File: src/unused_placeholder_none.sv
`timescale 1ns/10ps
`default_nettype none
`default_nettype wire

File: src/boot_irq_pkg.sv
/*
 * Shared constants and types for the boot-mode latch and external
 * interrupt block.
 * Assumes a single reference clock that is also the output clock.
 */
`default_nettype none
package boot_irq_pkg;
	// Number of shared mode/request pins
	localparam int unsigned NUM_PINS = 4;
	// Width of the captured start-up mode code
	localparam int unsigned MODE_WIDTH = 4;
	// Mode register value while in reset
	localparam logic [3:0] MODE_RESET = 4'h0;
	// Reset values of the configuration bits: all masked, all level
	localparam logic [3:0] CFG_ENABLE_RESET = 4'h0;
	localparam logic [3:0] CFG_EDGE_RESET = 4'h0;
	// Depth of the pin and reset synchronisers
	localparam int unsigned SYNC_STAGES = 3;
	// Reference clock rate and period
	localparam int unsigned REF_CLK_HZ = 50_000_000;
	localparam int unsigned REF_PERIOD_NS = 1_000_000_000 / REF_CLK_HZ;
	// Phase generator: clocks per phase tick
	localparam int unsigned PHASE_DIV = 4;
	// Field positions inside the configuration word
	localparam int unsigned CFG_ENABLE_LSB = 4;
	localparam int unsigned CFG_EDGE_LSB = 0;

	// Reset sequencer states, Gray coded along the path
	typedef enum logic [1:0]
	{
		ST_RESET = 2'h0,
		ST_LATCH = 2'h1,
		ST_RUN = 2'h3
	} seq_state_t;

	// Per-pin interrupt configuration written by software
	typedef struct packed
	{
		logic [3:0] enable;     // 1 = request passed on
		logic [3:0] edge_mode;  // 1 = falling edge, 0 = low level
	} irq_cfg_t;
endpackage
`default_nettype wire

File: src/boot_irq_ctrl.sv
/*
 * Boot-mode latch, synchronised reset release, external interrupt
 * request conditioning and Wait/Stop wake logic.
 * Assumes the reference clock is the output clock, that the pins are
 * asynchronous to it and that the core acknowledges edge requests.
 */
`timescale 1ns/10ps
`default_nettype none
module boot_irq_ctrl
#(
	parameter int unsigned PHASE_DIV = boot_irq_pkg::PHASE_DIV
)
(
	// Clock and reset
	input wire logic i_ref_clk,
	input wire logic i_resetn,
	// Shared mode/request pins, active low as requests
	input wire logic i_boot_select_a,
	input wire logic i_boot_select_b,
	input wire logic i_boot_select_c,
	input wire logic i_boot_select_d,
	// Interrupt configuration from software
	input wire logic i_cfg_write,
	input wire boot_irq_pkg::irq_cfg_t i_cfg,
	// Core side
	input wire logic [3:0] i_irq_ack,
	input wire logic i_core_wait,
	input wire logic i_core_stop,
	// Outputs to the core
	output logic o_core_reset,
	output logic o_phase_tick,
	output logic [3:0] o_operating_mode,
	output logic [3:0] o_irq_request,
	output logic o_wake_wait,
	output logic o_wake_stop
);
	// Refuse settings the logic cannot serve
	if (PHASE_DIV < 2 || PHASE_DIV > 256)
	begin : g_bad_div
		$error("PHASE_DIV out of range");
	end

	localparam int unsigned PW = $clog2(PHASE_DIV);
	localparam logic [PW-1:0] PHASE_LAST = PW'(PHASE_DIV - 1);

	boot_irq_pkg::seq_state_t state;  // Reset sequencer
	logic [2:0] rst_sync;             // Reset release chain
	logic rst_release;                // Release seen by stages two and three
	logic [3:0] pins;                 // Pins as a vector, bit 0 is pin a
	logic [3:0] pin_s1;               // First stage, read only by stage two
	logic [3:0] pin_s2;
	logic [3:0] pin_s3;
	logic [3:0] filt;                 // Accepted pin level
	logic [3:0] next_filt;
	logic [3:0] fall;                 // Accepted falling edge this cycle
	logic [3:0] edge_pend;            // Sticky edge requests
	logic [3:0] pending;              // Requests before the mask
	boot_irq_pkg::irq_cfg_t cfg;      // Held configuration
	logic [PW-1:0] phase_cnt;         // Phase generator count
	logic run;

	assign pins = {i_boot_select_d, i_boot_select_c, i_boot_select_b, i_boot_select_a};
	assign run = (state == boot_irq_pkg::ST_RUN);
	assign o_core_reset = ~run;

	// Reset chain: asserts at once, releases only on clock edges
	always_ff @(posedge i_ref_clk or negedge i_resetn)
	begin
		if (!i_resetn)
			rst_sync <= 3'h0;
		else
			rst_sync <= {rst_sync[1:0], 1'b1};
	end
	// Stages two and three must agree before release counts
	assign rst_release = rst_sync[1] & rst_sync[2];

	// Sequencer: fixed path so lock-stepped parts start together
	always_ff @(posedge i_ref_clk or negedge i_resetn)
	begin
		if (!i_resetn)
			state <= boot_irq_pkg::ST_RESET;
		else
		begin
			unique case (state)
				// Wait for the synchronised release
				boot_irq_pkg::ST_RESET:
					if (rst_release)
						state <= boot_irq_pkg::ST_LATCH;
				// One cycle to capture the mode code
				boot_irq_pkg::ST_LATCH:
					state <= boot_irq_pkg::ST_RUN;
				// Normal processing
				boot_irq_pkg::ST_RUN:
					state <= boot_irq_pkg::ST_RUN;
				// Two-bit code 2'h2 is unused
				default:
					state <= boot_irq_pkg::ST_RESET;
			endcase
		end
	end

	// Pin synchronisers; no reset so the straps are live at release
	always_ff @(posedge i_ref_clk)
	begin
		pin_s1 <= pins;
		pin_s2 <= pin_s1;
		pin_s3 <= pin_s2;
	end

	// A level change counts only when stages two and three agree
	always_comb
	begin
		next_filt = filt;
		for (int i = 0; i < 4; i++)
		begin
			if (pin_s2[i] == pin_s3[i])
				next_filt[i] = pin_s3[i];
		end
	end
	assign fall = filt & ~next_filt;

	// Accepted level; idles high meaning no request
	always_ff @(posedge i_ref_clk or negedge i_resetn)
	begin
		if (!i_resetn)
			filt <= 4'hf;
		else
			filt <= next_filt;
	end

	// Mode register: captured once on the release cycle
	always_ff @(posedge i_ref_clk or negedge i_resetn)
	begin
		if (!i_resetn)
			o_operating_mode <= boot_irq_pkg::MODE_RESET;
		else if (state == boot_irq_pkg::ST_LATCH)
			o_operating_mode <= filt;
	end

	// Configuration: reset leaves every request masked
	always_ff @(posedge i_ref_clk or negedge i_resetn)
	begin
		if (!i_resetn)
		begin
			cfg.enable <= boot_irq_pkg::CFG_ENABLE_RESET;
			cfg.edge_mode <= boot_irq_pkg::CFG_EDGE_RESET;
		end
		else if (i_cfg_write)
			cfg <= i_cfg;
	end

	// Edge requests are sticky; a new edge beats a same-cycle ack
	always_ff @(posedge i_ref_clk or negedge i_resetn)
	begin
		if (!i_resetn)
			edge_pend <= 4'h0;
		else if (!run)
			edge_pend <= 4'h0;
		else
			edge_pend <= (edge_pend & ~i_irq_ack) | (fall & cfg.edge_mode);
	end

	// Level mode follows the pin; edge mode uses the sticky bit
	assign pending = (cfg.edge_mode & (edge_pend | fall)) | (~cfg.edge_mode & ~filt);

	// Masked requests, only outside reset
	always_ff @(posedge i_ref_clk or negedge i_resetn)
	begin
		if (!i_resetn)
			o_irq_request <= 4'h0;
		else if (!run)
			o_irq_request <= 4'h0;
		else
			o_irq_request <= cfg.enable & pending;
	end

	// Wait exit: one fixed cycle after a request, so parts resume together
	assign o_wake_wait = i_core_wait & (|o_irq_request);

	// Stop exit on any asserted request pin, mask not consulted
	always_ff @(posedge i_ref_clk or negedge i_resetn)
	begin
		if (!i_resetn)
			o_wake_stop <= 1'b0;
		else
			o_wake_stop <= run & i_core_stop & (|(~filt));
	end

	// Phase generator held at zero outside normal processing
	always_ff @(posedge i_ref_clk or negedge i_resetn)
	begin
		if (!i_resetn)
		begin
			phase_cnt <= '0;
			o_phase_tick <= 1'b0;
		end
		else if (!run)
		begin
			phase_cnt <= '0;
			o_phase_tick <= 1'b0;
		end
		else
		begin
			o_phase_tick <= (phase_cnt == PHASE_LAST);
			phase_cnt <= (phase_cnt == PHASE_LAST) ? '0 : phase_cnt + 1'b1;
		end
	end

	// Checks
	a_mode_capture: assert property (@(posedge i_ref_clk) disable iff (!i_resetn)
		state == boot_irq_pkg::ST_LATCH |=> o_operating_mode == $past(filt))
		else $error("mode code not captured at release");
	a_mode_hold: assert property (@(posedge i_ref_clk) disable iff (!i_resetn)
		run && $past(run) |-> $stable(o_operating_mode))
		else $error("mode register changed while running");
	a_reset_quiet: assert property (@(posedge i_ref_clk) disable iff (!i_resetn)
		!$past(run) |-> o_irq_request == 4'h0)
		else $error("request seen during reset");
	a_mask_gate: assert property (@(posedge i_ref_clk) disable iff (!i_resetn)
		(o_irq_request & ~$past(cfg.enable)) == 4'h0)
		else $error("masked request passed");
	a_edge_sticky: assert property (@(posedge i_ref_clk) disable iff (!i_resetn)
		run && |(edge_pend & ~i_irq_ack) |=>
		(($past(edge_pend) & ~$past(i_irq_ack)) & ~edge_pend) == 4'h0)
		else $error("edge request lost without ack");
	a_sync_accept: assert property (@(posedge i_ref_clk) disable iff (!i_resetn)
		pin_s2 == pin_s3 |=> filt == $past(pin_s3))
		else $error("agreed pin level not accepted");
	a_wait_exit: assert property (@(posedge i_ref_clk) disable iff (!i_resetn)
		run && |(cfg.enable & ~cfg.edge_mode & ~filt) && !i_cfg_write ##1 i_core_wait
		|-> o_wake_wait)
		else $error("wait not ended one cycle after request");
	a_stop_exit: assert property (@(posedge i_ref_clk) disable iff (!i_resetn)
		run && i_core_stop && filt != 4'hf |=> o_wake_stop)
		else $error("stop not left on request");
	a_release_path: assert property (@(posedge i_ref_clk) disable iff (!i_resetn)
		$rose(rst_release) |-> state == boot_irq_pkg::ST_RESET ##1
		state == boot_irq_pkg::ST_LATCH ##1 run)
		else $error("start-up not on fixed path");
	a_phase_reset: assert property (@(posedge i_ref_clk) disable iff (!i_resetn)
		!run |-> phase_cnt == '0 ##1 (!o_phase_tick || $past(run)))
		else $error("phase generator ran in reset");
endmodule // boot_irq_ctrl
`default_nettype wire

File: config.mk
export PLATFORM = sky130hd
export DESIGN_NAME = boot_irq_ctrl
export DESIGN_NICKNAME = d
export VERILOG_FILES = /design/src/unused_placeholder_none.sv /design/src/boot_irq_pkg.sv /design/src/boot_irq_ctrl.sv
export SDC_FILE = /design/constraint.sdc
export NUM_CORES = 1
export LEC_CHECK = 0
export BUFFER_PORTS_ARGS = -buffer_cell sky130_fd_sc_hd__buf_2
export CAP_MARGIN = 10
export CORE_ASPECT_RATIO = 0.6
export CORE_MARGIN = 8
export CORE_UTILIZATION = 55
export DETAILED_ROUTE_END_ITERATION = 7
export GPL_TIMING_DRIVEN = 0
export PLACE_DENSITY = 0.86
export SYNTH_ARGS = -nofsm -noshare
export SYNTH_HDL_FRONTEND = slang
export SYNTH_SLANG_ARGS = --single-unit
export TNS_END_PERCENT = 20
File: constraint.sdc
create_clock -name i_ref_clk -period 3.55 [get_ports i_ref_clk]
set_input_delay 0.355 -clock i_ref_clk [delete_from_list [all_inputs] [get_ports i_ref_clk]]
set_output_delay 0.355 -clock i_ref_clk [all_outputs]
set_load 0.05 [all_outputs]
After elaboration in Yosys (flattened, before gate mapping). Index checks and enable logic that the tools add are counted.

Input port bits: 21. Bits in registers: 45. Word-level logic and storage cells: 56.

Equality and inequality tests: 8. Reductions and logical operators: 4. Mux-type cells: 11. Add/subtract/negate cells: 1. Bitwise operators: 18.

Operator list (count): 4-bit AND (6); 4-bit inverter (4); 4-bit OR (3); 4-bit 2-to-1 mux (2); 4-bit OR reduction (2); 2-bit 2-to-1 mux (3); 1-bit 2-to-1 mux (5); 1-bit AND (4); 1-bit equality test (4); 2-bit equality test (second input constant) (2); 2-bit one-hot mux with 2 select lines (1); 2-bit by 1-bit adder with 2-bit output (second input constant) (1); 2-bit by 1-bit equality test with 1-bit output (second input constant) (1); 2-bit zero test (1); 2-bit inequality test (second input constant) (1); 2-bit OR reduction (1); 1-bit inverter (1).

Depth between registers and ports, before layout.
Depth after elaboration: 9. Mapped depth: 3. Mapped depth without buffers: 2.

Worst setup path after synthesis. No wires, ideal clock.

Kind: flip-flop to output port. Start: reg o_irq_request[1]. End: out o_wake_wait. Path slack: 1.962 ns. Arrival: 1.233 ns. Stages on the path, launching flop included: 2. Cells stage by stage: dfrtp_1 -> o41a_1.

Word-level cells in the longest chain between the ends: 2.

RTL lines: from (decl) (line boot_irq_ctrl.sv:33) `output logic [3:0] o_irq_request,`; from (signal assigned) (line boot_irq_ctrl.sv:174) `o_irq_request <= cfg.enable & pending;`; 4-bit OR reduction (line boot_irq_ctrl.sv:178) `assign o_wake_wait = i_core_wait & (|o_irq_request);`; 1-bit AND (line boot_irq_ctrl.sv:178); to (decl) (line boot_irq_ctrl.sv:34) `output logic o_wake_wait,`.

No other way between the ends.

Final worst setup path. Same ends and word-level chain as after synthesis.

==> flow_summary_export.csv <==
group,metric,value,unit
sta,max_freq,599,MHz
finish,layout_commonest_cell,"buf_2",
die,die_area,4790,sq um
setup_path,critical_path_class,"flop to output pin",
synthesis,synth_area,1530,sq um
finish,stdcell_area,1820,sq um
setup_path,critPathRequiredTime,3.19,ns
die,pin_count,33,
drt,drc_errors,0,
finish,register_area,1070,sq um
die,dieHeight,56.9,microns
die,core-area,2570,sq um
sta,setup_violations,0,
drt,vias,927,
synthesis,synth_fa_ha_area_share,3.43,%
synthesis,synth-edff-count,0,
clock_network,cts_root_buf,"clkbuf_8",
finish,final_cells,176,
finish,area_delta_synth_final,18.6,%
sta,tightest_slew,0.707,ns
place,globalplace.congestion,0.772,
sta,timing_hold_violations_final,0,
setup_path,path_buf_inv,1,
power,leakage,0.831,nW
finish,n_antenna_cell,0,
setup_path,crit_path_end_kind,"output pin",
power,cellPowerDensity,687,nW/um^2
sta,maxSlewHeadroom,52.9,%
global_routing,track_usage,12.7,%
sta,tns,0,ns
synthesis,avgSynthCellArea,14.6,sq um
drt,drt_iter0_drc,35,
synthesis,synth_ff_type,"dfrtp_1",
finish,nets,165,
run,max_cap_violations,0,
status,status,"completed",
setup_path,crit_cells,2,
hold_path,hp-class,"input pin to asynchronous set/reset pin",
setup_path,start_kind,"flop",
place,post-place-cells,168,
setup_path,r2r_start,"filt[1]",
sta,clock_skew,0.00663,ns
global_routing,grt_first_pass_wirelength,4920,microns
synthesis,synth_compound_area_share,6.77,%
synthesis,synth-simple-area-share,8.89,%
synthesis,yosysSeqAreaShare,69.8,%
synthesis,muxShareOfSynthArea,8.81,%
place,port_buffers,31,
sta,maxSlewViolCount,0,
global_routing,grt_pass1_vias,1043,
synthesis,synth-xor-area-share,0,%
die,initial_utilization,59.6,%
finish,layout-drive-gt1-share,38.2,%
finish,nFillCells,188,
clock_network,clk_pin_slew,0.08,ns
drt,ant_nets,0,
die,rows,14,
finish,layout_common_cells,"buf_2 (32), dfrtp_1 (29), mux2_2 (12), dfxtp_1 (12), nand3_1 (9)",
setup_path,crit_path_top_delay_cell,"o41a_1",
synthesis,synthCells,105,
place,dp_hpwl,2150,microns
synthesis,synth_top_family_by_area,"simple AND/OR/NAND/NOR gates",
sta,rsz0062_at_grt,"no",
synthesis,synth_cell_type_count,23,
clock_network,post_cts_resized,0,
global_routing,grt_start_max_net_pins,34,
global_routing,antenna_found_initial,0,
drt,wl_per_cell,16.0,microns
synthesis,syn_nets,127,
setup_path,path_delay_family,"compound AO/OA/AOI/OAI gates",
setup_path,r2r-end,"o_irq_request[1]",
clock_network,cts_buffers,5,
die,chipWidth,84.2,microns
setup_path,slowest_delay,0.41,ns
synthesis,synth-seq-cells,45,
power,irDropWorstVdd,0.000356,V
drt,vias_per_cell,5.27,
finish,multi_input_area,432,sq um
setup_path,crit_arrival,1.32,ns
clock_network,cts_hold_buf,0,
clock_network,h-tree-depth,2,
sta,finalCritPeriodShare,47.1,%
clock_network,clock_path_buffers,2,
clock_network,cts_tree,"built",
sta,min_period,1.67,ns
synthesis,yosys_warnings,0,
setup_path,r2r_cells,2,
synthesis,async_flop_share,73.3,%
drt,first_pass_iters,4,
setup_path,cp_max_fo,2,
drt,drt-total-wl,2820,microns
clock_network,clkSinkCount,45,
global_routing,grt_overflow,0,
setup_path,timing.critical_path.cells,"o41a_1, buf_2",
clock_network,clk_latency,0.29,ns
clock_network,cts_setup_buffers,0,
place,placed_cell_area,1730,sq um
setup_path,r2r_setup_slack,2.19,ns
-- flip-flops by register name, summed over array words and instances (netlist names) --
signal and cells:
phase_cnt 2, state 2, filt 4, o_irq_request 4, cfg 8, pin_s3 4
o_phase_tick 1, rst_sync 3, pin_s1 4, o_wake_stop 1, pin_s2 4, edge_pend 4
o_operating_mode 4
-- power by group --
part / switching (W) / internal (W) / total, W
combinational: 0.000214 / 0.0000958 / 0.000310
sequential: 0.0000438 / 0.000587 / 0.000631
clock: 0.000151 / 0.000159 / 0.000309
-- cells in the mapped netlist, types with 2 or more instances --
cell / number / area share, %
nand2_1: 2 / 0.49
maj3_1: 4 / 2.6
dfstp_2: 4 / 6.9
dfrtp_1: 29 / 47
mux2_2: 12 / 8.8
inv_1: 4 / 0.98
and3_1: 2 / 0.82
nand3_1: 9 / 2.9
o32ai_1: 4 / 2.3
or3b_1: 4 / 2.3
dfxtp_1: 12 / 16
a311oi_1: 3 / 1.7
nor2b_1: 4 / 1.6
clkbuf_1: 3 / 0.73
-- layer usage --
| layer | track usage, % | vias to the layer above | routed length, microns |
|---|---|---|---|
| met1 | 15.9 | 455 | 1290 |
| met5 | 0 | - | 0 |
| met2 | 19.3 | 22 | 1350 |
| li1 | - | 448 | - |
| met4 | 4.40 | 0 | 14 |
| met3 | 5.18 | 2 | 162 |
-- cell families after synthesis --
logic type,Yosys count
DFF,45
buffers and inverters,8
other,1
and+or+nand+nor,23
AOI/OAI and AO/OA,11
adders and majority gates,5
muxes,12
-- area by class of cell --
cell class / instances / share of cell area [%]
multi-input cells: 52 / 23.7
plain buffers: 4 / 0.894
repair buffers: 31 / 8.53
inverters: 4 / 0.825
flip-flops and latches: 45 / 58.9
well taps: 32 / 2.20
clock buffers: 8 / 4.95
-- through the flow --
step	hold WS [ns]	setup WS (ns)	utilization, %	total power [W]
2_1_floorplan	0.0594	1.96	-	0.000863
3_3_place_gp	0.312	2.20	67.2	0.000942
3_5_place_dp	0.313	2.15	67.2	0.000958
4_1_cts	0.137	1.87	70.7	0.00126
5_1_grt	0.147	1.83	70.7	0.00132
6_report	0.111	1.88	70.7	0.00125
-- how the worst max path moves through the flow --
stage	from	to	slack, ns
floorplan	o_irq_request[1]	o_wake_wait	1.96
global placement	o_irq_request[1]	o_wake_wait	2.20
detailed placement	filt[1]	o_irq_request[1]	2.15
CTS	o_irq_request[1]	o_wake_wait	1.87
global route	state[0]	o_core_reset	1.83
finish	o_irq_request[1]	o_wake_wait	1.88
(Power assumes the default switching activity.)
